===== config.mk =====
export PLATFORM = sky130hd
export DESIGN_NAME = mono_pixel_format_packer
export DESIGN_NICKNAME = d
export VERILOG_FILES = /design/src/byte_fifo.v /design/src/mono_pixel_format_packer.v
export VERILOG_INCLUDE_DIRS = /design/src
export SDC_FILE = /design/constraint.sdc
export NUM_CORES = 1
export LEC_CHECK = 0
export BUFFER_PORTS_ARGS = -buffer_cell sky130_fd_sc_hd__buf_2
export CAP_MARGIN = 20
export CELL_PAD_IN_SITES_DETAIL_PLACEMENT = 0
export CELL_PAD_IN_SITES_GLOBAL_PLACEMENT = 1
export CORE_MARGIN = 8
export CORE_UTILIZATION = 50
export DETAILED_ROUTE_END_ITERATION = 10
export GPL_ROUTABILITY_DRIVEN = 0
export GPL_TIMING_DRIVEN = 0
export PLACE_DENSITY = 0.81
export SLEW_MARGIN = 20
export SYNTH_ARGS = -nofsm -noshare
export SYNTH_HDL_FRONTEND = slang
export SYNTH_SLANG_ARGS = --single-unit
export TNS_END_PERCENT = 20

===== constraint.sdc =====
create_clock -name clk_sys -period 6.2 [get_ports clk_sys]
set_input_delay 0.93 -clock clk_sys [delete_from_list [all_inputs] [get_ports clk_sys]]
set_output_delay 0.93 -clock clk_sys [all_outputs]
set_load 0.05 [all_outputs]

===== src/mono_packer_defs.vh =====
// Purpose: Shared constants for the monochrome pixel packer
// Assumes: Included by bare name from design files
// Notes:   Format codes match the two-bit format select input
`ifndef MONO_PACKER_DEFS_VH
`define MONO_PACKER_DEFS_VH

`define FMT_MONO8        2'h0
`define FMT_MONO12       2'h1
`define FMT_MONO12_PACK  2'h2
`define FMT_RESET        2'h0

`define PIX_W            12
`define BYTE_W           8
`define FIFO_DEPTH       4
`define FIFO_AW          2

`endif


===== src/byte_fifo.v =====
// Purpose: Small flip-flop FIFO between packer and byte transmitter
// Assumes: Synchronous active-low reset, single clock
// Notes:   Outputs registered; depth must be a power of two
`timescale 1ns/1ps
module byte_fifo #(
    parameter WIDTH = 9,
    parameter DEPTH = 4,
    parameter AW    = 2
) (
    input  wire             clk_sys,
    input  wire             rstn,
    input  wire [WIDTH-1:0] in_data,
    input  wire             in_valid,
    output reg              in_ready,
    output reg  [WIDTH-1:0] out_data,
    output reg              out_valid,
    input  wire             out_ready
);
    reg  [WIDTH-1:0] mem [0:DEPTH-1];
    reg  [AW-1:0]    wr_ptr;
    reg  [AW-1:0]    rd_ptr;
    reg  [AW:0]      count;
    wire             push = in_valid & in_ready;
    wire             pop  = out_valid & out_ready;
    wire [AW:0]      next_count = count + {{AW{1'b0}}, push} - {{AW{1'b0}}, pop};
    wire [AW-1:0]    next_rd = pop ? rd_ptr + 1'b1 : rd_ptr;
    integer i;

    always @(posedge clk_sys) begin
        if (!rstn) begin
            wr_ptr    <= {AW{1'b0}};
            rd_ptr    <= {AW{1'b0}};
            count     <= {(AW+1){1'b0}};
            in_ready  <= 1'b0;
            out_valid <= 1'b0;
            out_data  <= {WIDTH{1'b0}};
            for (i = 0; i < DEPTH; i = i + 1) begin
                mem[i] <= {WIDTH{1'b0}};
            end
        end else begin
            if (push) begin
                mem[wr_ptr] <= in_data;
                wr_ptr      <= wr_ptr + 1'b1;
            end
            rd_ptr    <= next_rd;
            count     <= next_count;
            // Full check uses next count so ready never overstates room
            in_ready  <= (next_count < DEPTH);
            out_valid <= (next_count != {(AW+1){1'b0}});
            // Write-through when the slot being presented is written now
            if (push && (wr_ptr == next_rd))
                out_data <= in_data;
            else
                out_data <= mem[next_rd];
        end
    end

endmodule


===== src/mono_pixel_format_packer.v =====
// Purpose: Pack 12-bit mono samples into host byte stream formats
// Assumes: Pixel source holds data while pix_ready is low
// Notes:   Format change takes effect at the next frame start
//
// Contract
// - Eight-bit format: one byte per pixel
// - Bytes leave strictly in pixel order
// - Eight-bit byte maps directly to level 0..255
// - Unpacked twelve-bit: one 16-bit word per pixel
// - Unpacked: right-aligned, upper four bits zero
// - Unpacked: low byte first, then bits 11..8
// - Unpacked word never exceeds 0x0fff
// - Packed: two pixels in three bytes
// - Packed order: even high, nibbles, odd high
// - Packed pixel values stay 0 to 0x0fff
`timescale 1ns/1ps
`include "mono_packer_defs.vh"
module mono_pixel_format_packer (
    input  wire        clk_sys,
    input  wire        rstn,
    input  wire [1:0]  format_sel,
    input  wire [11:0] pix_data,
    input  wire        pix_valid,
    input  wire        pix_sof,
    input  wire        pix_eof,
    output reg         pix_ready,
    output reg  [7:0]  tx_data,
    output reg         tx_last,
    output reg         tx_valid,
    input  wire        tx_ready,
    output reg  [1:0]  active_format
);
    localparam ST_TAKE  = 2'h0;
    localparam ST_BYTE1 = 2'h1;
    localparam ST_BYTE2 = 2'h2;

    reg  [1:0]  state;
    reg  [11:0] even_pix;
    reg  [11:0] odd_pix;
    reg         pair_half;
    reg         hold_last;
    reg  [8:0]  push_word;
    reg         push_valid;
    wire        fifo_in_ready;
    wire [8:0]  fifo_out_data;
    wire        fifo_out_valid;

    reg  [1:0]  next_state;
    reg  [1:0]  next_format;
    reg  [8:0]  next_push_word;
    reg         next_push_valid;
    reg         next_pix_ready;
    reg  [11:0] next_even;
    reg  [11:0] next_odd;
    reg         next_half;
    reg         next_hold_last;
    reg  [1:0]  use_format;
    wire        take = pix_valid & pix_ready;
    wire        stage_free = ~push_valid | fifo_in_ready;

    always @* begin
        next_state      = state;
        next_format     = active_format;
        next_push_word  = push_word;
        next_push_valid = push_valid & ~fifo_in_ready;
        next_even       = even_pix;
        next_odd        = odd_pix;
        next_half       = pair_half;
        next_hold_last  = hold_last;
        use_format      = active_format;
        if (take && pix_sof) begin
            // Latch the new format with the first pixel of a frame
            use_format  = (format_sel == 2'h3) ? `FMT_MONO8 : format_sel;
            next_format = use_format;
            next_half   = 1'b0;
        end
        case (state)
            ST_TAKE: begin
                if (take) begin
                    case (use_format)
                        `FMT_MONO12: begin
                            // Low byte first of zero-padded word
                            next_push_word  = {1'b0, pix_data[7:0]};
                            next_push_valid = 1'b1;
                            next_even       = pix_data;
                            next_hold_last  = pix_eof;
                            next_state      = ST_BYTE1;
                        end
                        `FMT_MONO12_PACK: begin
                            if (!next_half) begin
                                // Even pixel high bits go out at once
                                next_push_word  = {1'b0, pix_data[11:4]};
                                next_push_valid = 1'b1;
                                next_even       = pix_data;
                                next_half       = 1'b1;
                                // Odd-length frame: pad odd pixel with zero
                                if (pix_eof) begin
                                    next_odd       = 12'h000;
                                    next_hold_last = 1'b1;
                                    next_half      = 1'b0;
                                    next_state     = ST_BYTE1;
                                end
                            end else begin
                                next_odd        = pix_data;
                                next_push_word  = {1'b0, pix_data[3:0], even_pix[3:0]};
                                next_push_valid = 1'b1;
                                next_hold_last  = pix_eof;
                                next_half       = 1'b0;
                                next_state      = ST_BYTE2;
                            end
                        end
                        default: begin
                            // One byte, straight 0..255 level
                            next_push_word  = {pix_eof, pix_data[7:0]};
                            next_push_valid = 1'b1;
                        end
                    endcase
                end
            end
            ST_BYTE1: begin
                if (stage_free) begin
                    next_push_valid = 1'b1;
                    if (active_format == `FMT_MONO12) begin
                        // Upper nibble forced zero keeps word at most 0x0fff
                        next_push_word = {hold_last, 4'h0, even_pix[11:8]};
                        next_state     = ST_TAKE;
                    end else begin
                        next_push_word = {1'b0, odd_pix[3:0], even_pix[3:0]};
                        next_state     = ST_BYTE2;
                    end
                end
            end
            ST_BYTE2: begin
                if (stage_free) begin
                    // Twelve bits only, so values stay within range
                    next_push_word  = {hold_last, odd_pix[11:4]};
                    next_push_valid = 1'b1;
                    next_state      = ST_TAKE;
                end
            end
            default: next_state = ST_TAKE;
        endcase
        // Accept a pixel only when the single stage can hand off
        next_pix_ready = (next_state == ST_TAKE) && (~next_push_valid | ~push_valid)
                         && fifo_in_ready;
    end

    always @(posedge clk_sys) begin
        if (!rstn) begin
            state         <= ST_TAKE;
            active_format <= `FMT_RESET;
            push_word     <= 9'h000;
            push_valid    <= 1'b0;
            pix_ready     <= 1'b0;
            even_pix      <= 12'h000;
            odd_pix       <= 12'h000;
            pair_half     <= 1'b0;
            hold_last     <= 1'b0;
            tx_data       <= 8'h00;
            tx_last       <= 1'b0;
            tx_valid      <= 1'b0;
        end else begin
            state         <= next_state;
            active_format <= next_format;
            push_word     <= next_push_word;
            push_valid    <= next_push_valid;
            pix_ready     <= next_pix_ready;
            even_pix      <= next_even;
            odd_pix       <= next_odd;
            pair_half     <= next_half;
            hold_last     <= next_hold_last;
            // Output register drains FIFO; holds while sink stalls
            if (!tx_valid || tx_ready) begin
                tx_valid <= fifo_out_valid;
                tx_data  <= fifo_out_data[7:0];
                tx_last  <= fifo_out_data[8];
            end
        end
    end

    wire fifo_pop = ~tx_valid | tx_ready;

    // FIFO keeps byte order intact under sink back-pressure
    byte_fifo #(
        .WIDTH (9),
        .DEPTH (`FIFO_DEPTH),
        .AW    (`FIFO_AW)
    ) u_fifo (
        .clk_sys   (clk_sys),
        .rstn      (rstn),
        .in_data   (push_word),
        .in_valid  (push_valid),
        .in_ready  (fifo_in_ready),
        .out_data  (fifo_out_data),
        .out_valid (fifo_out_valid),
        .out_ready (fifo_pop)
    );
endmodule


Word-level counts from Yosys, hierarchy flattened
Memories as Yosys holds them, arrays and structs flattened. A register that Yosys moved wholly into a read port is not among the register bits.
Index checks and enable logic that the tools add are counted.
Widths: inputs -> output; s select.
{"block": "word_totals", "register_bits": 60, "ramBits": 36, "output_inout_bits": 13, "memories": 1}
{"block": "op_classes", "add_sub_neg": 4, "order_cmp": 1, "n_eq_ne": 11, "muxes": 41, "bitwise_logic": 11, "reduce_logical": 18}
{"name": "u_fifo.mem", "depth": 4, "word_bits": 9, "rd": 1, "rd_clocked_by_memory_dff": 1, "wr": 4, "line_no": "byte_fifo.v:19", "text": "reg [WIDTH-1:0] mem [0:DEPTH-1];"}
{"operator": "$mux 9", "n": 5}
{"operator": "$mux 12", "n": 3}
{"operator": "$pmux 9 s3", "n": 1}
{"operator": "$pmux 12 s2", "n": 1}
{"operator": "$mux 2", "n": 10}
{"operator": "$pmux 9 s2", "n": 1}
{"operator": "$reduce_and 4->1", "n": 4}
{"operator": "$mux 1", "n": 15}
{"operator": "$reduce_or 9->1", "n": 1}
{"operator": "$mux 8", "n": 1}
{"operator": "$ne 2x2->1 const B", "n": 4}
{"operator": "$eq 2x1->1 const B", "n": 3}
{"operator": "$eq 2x2->1 const B", "n": 3}
{"operator": "$pmux 2 s3", "n": 1}
{"operator": "$reduce_bool 3->1", "n": 2}
{"operator": "$add 2x1->2 const B", "n": 2}
{"operator": "$and 1x1->1", "n": 4}
{"operator": "$logic_not 2->1", "n": 2}
{"operator": "$not 1->1", "n": 4}
{"operator": "$pmux 1 s2", "n": 2}
{"operator": "$pmux 2 s2", "n": 1}
{"operator": "$reduce_bool 2->1", "n": 2}
{"operator": "$add 3x1->3", "n": 1}
{"operator": "$logic_and 1x1->1", "n": 3}
{"operator": "7 further kinds", "n": 10}

Logic depth before layout (Yosys ltp)
Gate-level depths: netlist of the first run.
{"block": "logic_depth", "ltp_word": 10, "ltp_mapped": 12, "ltp_nobuf": 11}

Cells and area by module
From an unflattened synthesis of the first run, not the netlist that was laid out.
{"block": "hier_totals", "cells_unflattened": 448, "area_unflattened_um2": 4889.7}
{"mod": "byte_fifo", "n_inst": 1, "cells_each": 194, "area_per_inst_um2": 2652.5, "seq_area_each_um2": 1441.4}
{"mod": "mono_pixel_format_packer", "n_inst": 1, "cells_each": 254, "area_per_inst_um2": 2237.1, "seq_area_each_um2": 940.9}

Worst setup path after synthesis of the first run
OpenSTA, ideal clock, no wires.
{"block": "synth_timing", "path_kind": "in2reg", "from": "input tx_ready", "to": "register u_fifo.out_valid", "t_arrival_ps": 2779, "t_required_ps": 6067, "slack_ps": 3289, "stages": 12, "path_buffers": 1, "path_cell_list": "nand2b_4 > nand2_2 > clkinv_2 > clkbuf_1 > ha_1 > inv_1 > ha_1 > inv_1 > fa_1 > xor2_1 > xnor2_1 > a31oi_1"}
{"block": "synth_between", "elab_chain_cells": 4}
{"element": "start, declared", "line_no": "mono_pixel_format_packer.v:30", "text": "input wire tx_ready,"}
{"element": "$or 1x1->1", "line_no": "mono_pixel_format_packer.v:181", "text": "wire fifo_pop = ~tx_valid | tx_ready;"}
{"element": "$and 1x1->1", "line_no": "byte_fifo.v:24", "text": "wire pop = out_valid & out_ready;"}
{"element": "$sub 3x1->3", "line_no": "byte_fifo.v:25", "text": "wire [AW:0] next_count = count + {{AW{1'b0}}, push} - {{AW{1'b0}}, pop};"}
{"element": "$reduce_bool 3->1", "line_no": "byte_fifo.v:49", "text": "out_valid <= (next_count != {(AW+1){1'b0}});"}
{"element": "end signal, assigned", "line_no": "byte_fifo.v:49"}
{"element": "end, declared", "line_no": "byte_fifo.v:16", "text": "output reg out_valid,"}
Every way passes these cells.
A chain may end at the register's enable or synchronous reset.

Worst setup path in the final report of the first run
Ends and elaborated chain as after synthesis.

==> results.cfg, run 1 <==
[die]
ioPinCount = 33
die_y_um = 113
fp.dieArea_um2 = 12900
start_util_pct = 51.4
die_x_um = 113
core_area_um2 = 9240
rows = 35

[route]
drt_wl_total_um = 10100
vias = 3493
drc_errors = 0
firstDrtPassIters = 4
viasPerCell = 5.21
antenna_left = 0
wl_per_cell_um = 15.0
drt_iter0_drc = 176

[run]
cap_violations = 0

[synthesis]
ys_types = 55
async_flop_share_pct = 0
yosys-mux-area-fraction_pct = 8.11
yosys-top-cells-area = dfxtp_1 (27%), edfxtp_1 (23%), nor2_1 (6.8%)
synth_top_family_by_area = simple AND/OR/NAND/NOR gates
synthesis.area_um2 = 4750
yosysSeqAreaShare_pct = 50.1
synth_seq_cells = 101
synth_compound_area_share_pct = 15.8
synth_ff_type = dfxtp_1
synth_edf_count = 36
synth_cells = 492
yosysTopAreaCell = dfxtp_1
synth_fa_ha_area_share_pct = 2.53
synth_nets = 521
avgSynthCellArea_um2 = 9.66
synthSimpleGateAreaFrac_pct = 17.3
synth_top_area_share_pct = 27.4
synth-xor-area-share_pct = 1.69
ys_warn_count = 0

[sta]
finalCriticalPeriod_ns = 2.90
setup_viol_count_final = 0
max-slew-margin-rel_pct = 46.5
report.final.slew_viol_count = 0
rsz0062_at_grt = false
tightest_slew_ns = 0.798
skew_ns = 0.0138
tns_ns = 0
fin_crit_sh_pct = 46.7
fmax_mhz = 345
hold_viol_final = 0

[setup_path]
startpoint_type = input port
cp_max_fo = 10
crit_required_ns = 6.44
crit_arrival_ns = 3.13
endpoint_kind = flop
reg2reg_slack_ns = 3.64
worstSetupPathType = input port to flop

[power]
p_int_uw = 1100
switching_power_uw = 600
sw_frac_of_total_pct = 35.3
p_per_area_nw_per_um2 = 322
p_clk_share_pct = 23.4
p_comb_share_pct = 29.3
leakagePower_uw = 0.00210
p_seq_share_pct = 47.3
peakVddDrop_mv = 0.119

[clocking]
insertion_delay_ns = 0.36
cts_buffers = 9
clock_path_buffers = 2
cts_resized = 0
cts_hold_buf = 0
cts_post_setup_buffers_inserted = 0
root_buffer = clkbuf_8
htreeDepth = 3
clkSlewWorstSetupHoldPaths_ns = 0.10
cts_tree = done
cts.sinks = 101

[global_route]
overflow = 0
grt.total_usage_pct = 16.2
grt_pass1_wl_um = 17000
grt_max_degree = 20
grt_pass1_vias = 3512
antenna_found_initial = 0

[placement]
port_buffers = 32
hpwlAfterDp_um = 7830
dpl.cell_count = 655

[cells_and_area]
layoutNonFillerInstCount = 671
fin_util_pct = 57.1
n_antenna_cell = 0
drive_above_1_share_pct = 17.0
areaGrowthSynthToFinish_pct = 11.0
final_nets = 566

[run_status]
status = finished, final reports clean

[worst_hold_path]
hp-class = flop to flop
==> registers in the layout (all words and copies together), names as in the netlist, 3 cells and up <==
name,cells
even_pix,8
odd_pix,12
push_word,9
tx_data,8
u_fifo.count,3
u_fifo.mem,36
u_fifo.out_data,9
==> kinds of logic (layout without fill, tap and decap cells) <==
family	Yosys count	after routing
AO/OA/AOI/OAI	106	106
XOR/XNOR	7	7
adder cells (fa/ha/maj)	9	9
buffers and inverters	48	98
flip-flops	101	101
multiplexers	37	37
AND/OR/NAND/NOR	184	184
==> cell usage after synthesis (2+ instances only) <==
cell type,count
nor2_1,86
dfxtp_1,65
xnor2_1,2
a211oi_1,2
mux2_2,12
clkbuf_1,8
buf_1,4
buf_2,12
edfxtp_1,36
nand2_1,54
or2_2,2
a31oi_1,3
and2_1,11
a21oi_1,25
ha_1,8
o22ai_1,2
o21ai_0,31
nor3b_1,2
nand3_1,10
nand2b_1,6
o2111ai_1,9
inv_1,20
mux2i_1,25
nor2b_1,3
a22o_1,12
o221ai_1,2
a32o_1,8
buf_6,2
xor2_1,4
==> final timing paths <==
kind,to,depth (start not counted),start
worst min-delay path,tx_data[2]$_SDFFE_PN0N_,2,u_fifo.out_data[2]$_SDFF_PN0_
worst min register to register,tx_data[2]$_SDFFE_PN0N_,2,u_fifo.out_data[2]$_SDFF_PN0_
worst max-delay path,u_fifo.out_valid$_SDFF_PN0_,13,tx_ready
worst max register to register,pix_ready$_SDFF_PN0_,9,pix_ready$_SDFF_PN0_
==> metrics by stage <==
step	total power (uW)	hold slack (ns)	instance area (um^2)	setup slack [ns]
3_5_place_dp	1320	0.431	5090	2.91
3_3_place_gp	1310	0.426	5070	2.91
2_1_floorplan	1190	0.422	4750	3.29
5_1_grt	1800	0.466	5270	3.10
4_1_cts	1710	0.443	5270	3.31
6_report	1700	0.439	5270	3.30
==> power by group through the flow <==
stage	registers (uW)	logic [uW]	clock network, uW
6_report	803	497	398
5_1_grt	813	556	432
4_1_cts	803	499	409
3_5_place_dp	818	497	0
3_3_place_gp	816	490	0
2_1_floorplan	875	320	0
==> worst max-delay path: stages <==
cell and delay (ns):
buf_2 0.09, nand2b_4 0.13, nand2_2 0.06, clkinv_2 0.10, clkbuf_1 0.36, ha_1 0.30
inv_1 0.05, ha_1 0.13, inv_1 0.05, fa_1 0.39, xor2_1 0.16, xnor2_1 0.24
a31oi_1 0.13
==> layout make-up <==
cell class | count | area [um^2]
Clock buffer | 9 | 124
Clock inverter | 7 | 60.1
Multi-Input combinational cell | 343 | 2160
Fill cell | 827 | 3970
Buffer | 26 | 128
Sequential cell | 101 | 2380
Inverter | 22 | 83.8
Tap cell | 129 | 161
Timing Repair Buffer | 34 | 175
==> layout by cell type (no fill, tap or decap), types with 9 or more instances in the layout <==
cell type,count
a21oi_1,25
a22o_1,12
and2_1,11
buf_2,44
clkbuf_8,9
dfxtp_1,65
edfxtp_1,36
inv_1,20
mux2_2,12
mux2i_1,25
nand2_1,54
nand3_1,10
nor2_1,86
o2111ai_1,9
o21ai_0,27
==> per-layer routing <==
layer | vias to the layer above | track usage [%] | part of all wire (%)
met4 | 0 | 5.42 | 0.85
met2 | 54 | 28.9 | 50
met3 | 8 | 2.80 | 3.0
met1 | 1614 | 19.2 | 46
met5 | - | 0 | 0
li1 | 1817 | - | -
No activity file was read; power rests on OpenSTA's default activity.
==> run 2, diff against run 1 <==
--- a/config.mk
+++ b/config.mk
@@ -11,11 +11,11 @@
 export CELL_PAD_IN_SITES_DETAIL_PLACEMENT = 0
 export CELL_PAD_IN_SITES_GLOBAL_PLACEMENT = 1
 export CORE_MARGIN = 8
-export CORE_UTILIZATION = 50
+export CORE_UTILIZATION = 47
 export DETAILED_ROUTE_END_ITERATION = 10
 export GPL_ROUTABILITY_DRIVEN = 0
 export GPL_TIMING_DRIVEN = 0
-export PLACE_DENSITY = 0.81
+export PLACE_DENSITY = 0.76
 export SLEW_MARGIN = 20
 export SYNTH_ARGS = -nofsm -noshare
 export SYNTH_HDL_FRONTEND = slang
==> constraint.sdc (replaced) <==
create_clock -name clk_sys -period 2.8 [get_ports clk_sys]
set_input_delay 0.42 -clock clk_sys [delete_from_list [all_inputs] [get_ports clk_sys]]
set_output_delay 0.42 -clock clk_sys [all_outputs]
set_load 0.05 [all_outputs]
==> run 2 against run 1 <==
Compared with the run above:
- critical path depth is 1 lower
- critical path type is now flop to flop
- die area increased by 5.5%
- non-clock buffer count is the same
- critical endpoint unchanged
- largest power group unchanged
- worst hold slack got worse by 0.15 ns
==> results.cfg, run 2 (synthesis gave the netlist of run 1 again) <==
[die]
die_x_um = 117
start_util_pct = 48.6
fp.dieArea_um2 = 13600
core_area_um2 = 9770
die_y_um = 117
rows = 36
ioPinCount = 33

[route]
antenna_left = 0
wl_per_cell_um = 15.2
drt_wl_total_um = 10200
vias = 3557
viasPerCell = 5.27
firstDrtPassIters = 4
drt_iter0_drc = 165
drc_errors = 0

[global_route]
grt.total_usage_pct = 16.1
grt_busiest_layer = met2
grt_util_met2_pct = 28.9
grt.met3_usage_pct = 2.48
use_met1_pct = 19.0
grt_pass1_vias = 3541
antenna_found_initial = 0
grt_max_degree = 20
grt_pass1_wl_um = 17100
overflow = 0

[setup_path]
crit_path_max_incr_delay_ns = 0.40
endpoint_kind = flop
cp_cell_sequence = nand2b_4 -> nand2_2 -> clkinv_2 -> clkbuf_1 -> ha_1 -> inv_1 -> ha_1 -> inv_1 -> fa_1 -> xor2_1 -> xnor2_1 -> a31oi_1
crit_required_ns = 3.05
reg2reg_slack_ns = 0.23
startpoint_type = flop
crit_slowest_cell = fa_1
worstSetupPathType = flop to flop
crit_arrival_ns = 2.83
cp_max_fo = 10

[cells_and_area]
largestRegisters = u_fifo.mem: 36 flops, odd_pix: 12 flops
drive_above_1_share_pct = 17.0
n_fill_cell = 929
areaGrowthSynthToFinish_pct = 12.0
fin_util_pct = 54.5
multi_input_area_um2 = 2160
layout_common_cells = nor2_1 (86), dfxtp_1 (65), nand2_1 (54), buf_2 (44), edfxtp_1 (36)
regArea_um2 = 2380
regMostFlops = u_fifo.mem
n_antenna_cell = 0
final_common_cell = nor2_1
final_nets = 566
largest_register_ffs = 36

[sta]
tightest_slew_ns = 0.765
max-slew-margin-rel_pct = 48.6
fin_crit_sh_pct = 91.9
fmax_mhz = 388
finalCriticalPeriod_ns = 2.57
setup_viol_count_final = 0
report.final.slew_viol_count = 0
hold_viol_final = 0
fin_ws_ns = 0.225
skew_ns = 0.0135
hold_slack_ns = 0.293
rsz0062_at_grt = false

[clocking]
cts_buffers = 9
root_buffer = clkbuf_8
cts_resized = 0
cts_post_setup_buffers_inserted = 0
cts_hold_buf = 0
clkSlewWorstSetupHoldPaths_ns = 0.11
cts.sinks = 101
insertion_delay_ns = 0.37
clock_path_buffers = 2
cts_tree = done
htreeDepth = 3

[power]
peakVddDrop_mv = 0.314
leakagePower_uw = 0.00212
p_per_area_nw_per_um2 = 736

[run_status]
status = finished, final reports clean

[run]
cap_violations = 0

[placement]
pre_cts_ws_ns = -0.0116
port_buffers = 32
hpwlAfterDp_um = 7930

[worst_hold_path]
hp-class = input port to flop
==> run 2: critical path: cells and delay by family, from the launching register on <==
kind / cells / cell delay (ns)
flops: 1 / 0.36
buf+inv: 4 / 0.59
fa+ha+maj: 3 / 0.85
simple gates: 2 / 0.15
xor+xnor: 2 / 0.39
compound gates: 1 / 0.12
==> run 2: layout make-up <==
type	instances	area share, %
Clock inverter	6	1.53
Buffer	26	2.40
Sequential cell	101	44.7
Multi-Input combinational cell	343	40.5
Timing Repair Buffer	34	3.29
Clock buffer	10	2.80
Inverter	22	1.57
Tap cell	133	3.13
==> run 2: metal layers <==
metal | part of all wire [%] | vias up
met2 | 49 | 89
met4 | 1.5 | 0
li1 | - | 1806
met3 | 4.3 | 15
met1 | 45 | 1647
met5 | 0 | -
==> run 2: power breakdown <==
group          switching (uW)  internal (uW)  total [uW]
registers                79.8           1700        1780
logic                     703            392        1100
clock network             556            493        1050
total                    1340           2580        3920
==> run 2: final timing paths <==
kind                                       from                           to  cells past startpoint
setup / recovery          tx_valid$_SDFFE_PN0N_  u_fifo.out_valid$_SDFF_PN0_                     12
hold / removal                      pix_data[6]      odd_pix[6]$_SDFFE_PN0P_                      2
setup reg to reg          tx_valid$_SDFFE_PN0N_  u_fifo.out_valid$_SDFF_PN0_                     12
hold reg to reg   u_fifo.out_data[7]$_SDFF_PN0_      tx_data[7]$_SDFFE_PN0N_                      2
==> run 2: per-stage QoR <==
| step | std cells | TNS [ns] | area [um^2] | total power [uW] |
|---|---|---|---|---|
| 6_report | 675 | 0 | 5320 | 3920 |
| 5_1_grt | 675 | 0 | 5320 | 4170 |
| 4_1_cts | 675 | 0 | 5320 | 3950 |
| 3_5_place_dp | 659 | -0.0116 | 5090 | 2910 |
| 3_3_place_gp | 657 | 0 | 5080 | 2890 |
| 2_1_floorplan | 492 | 0 | 4750 | 2640 |
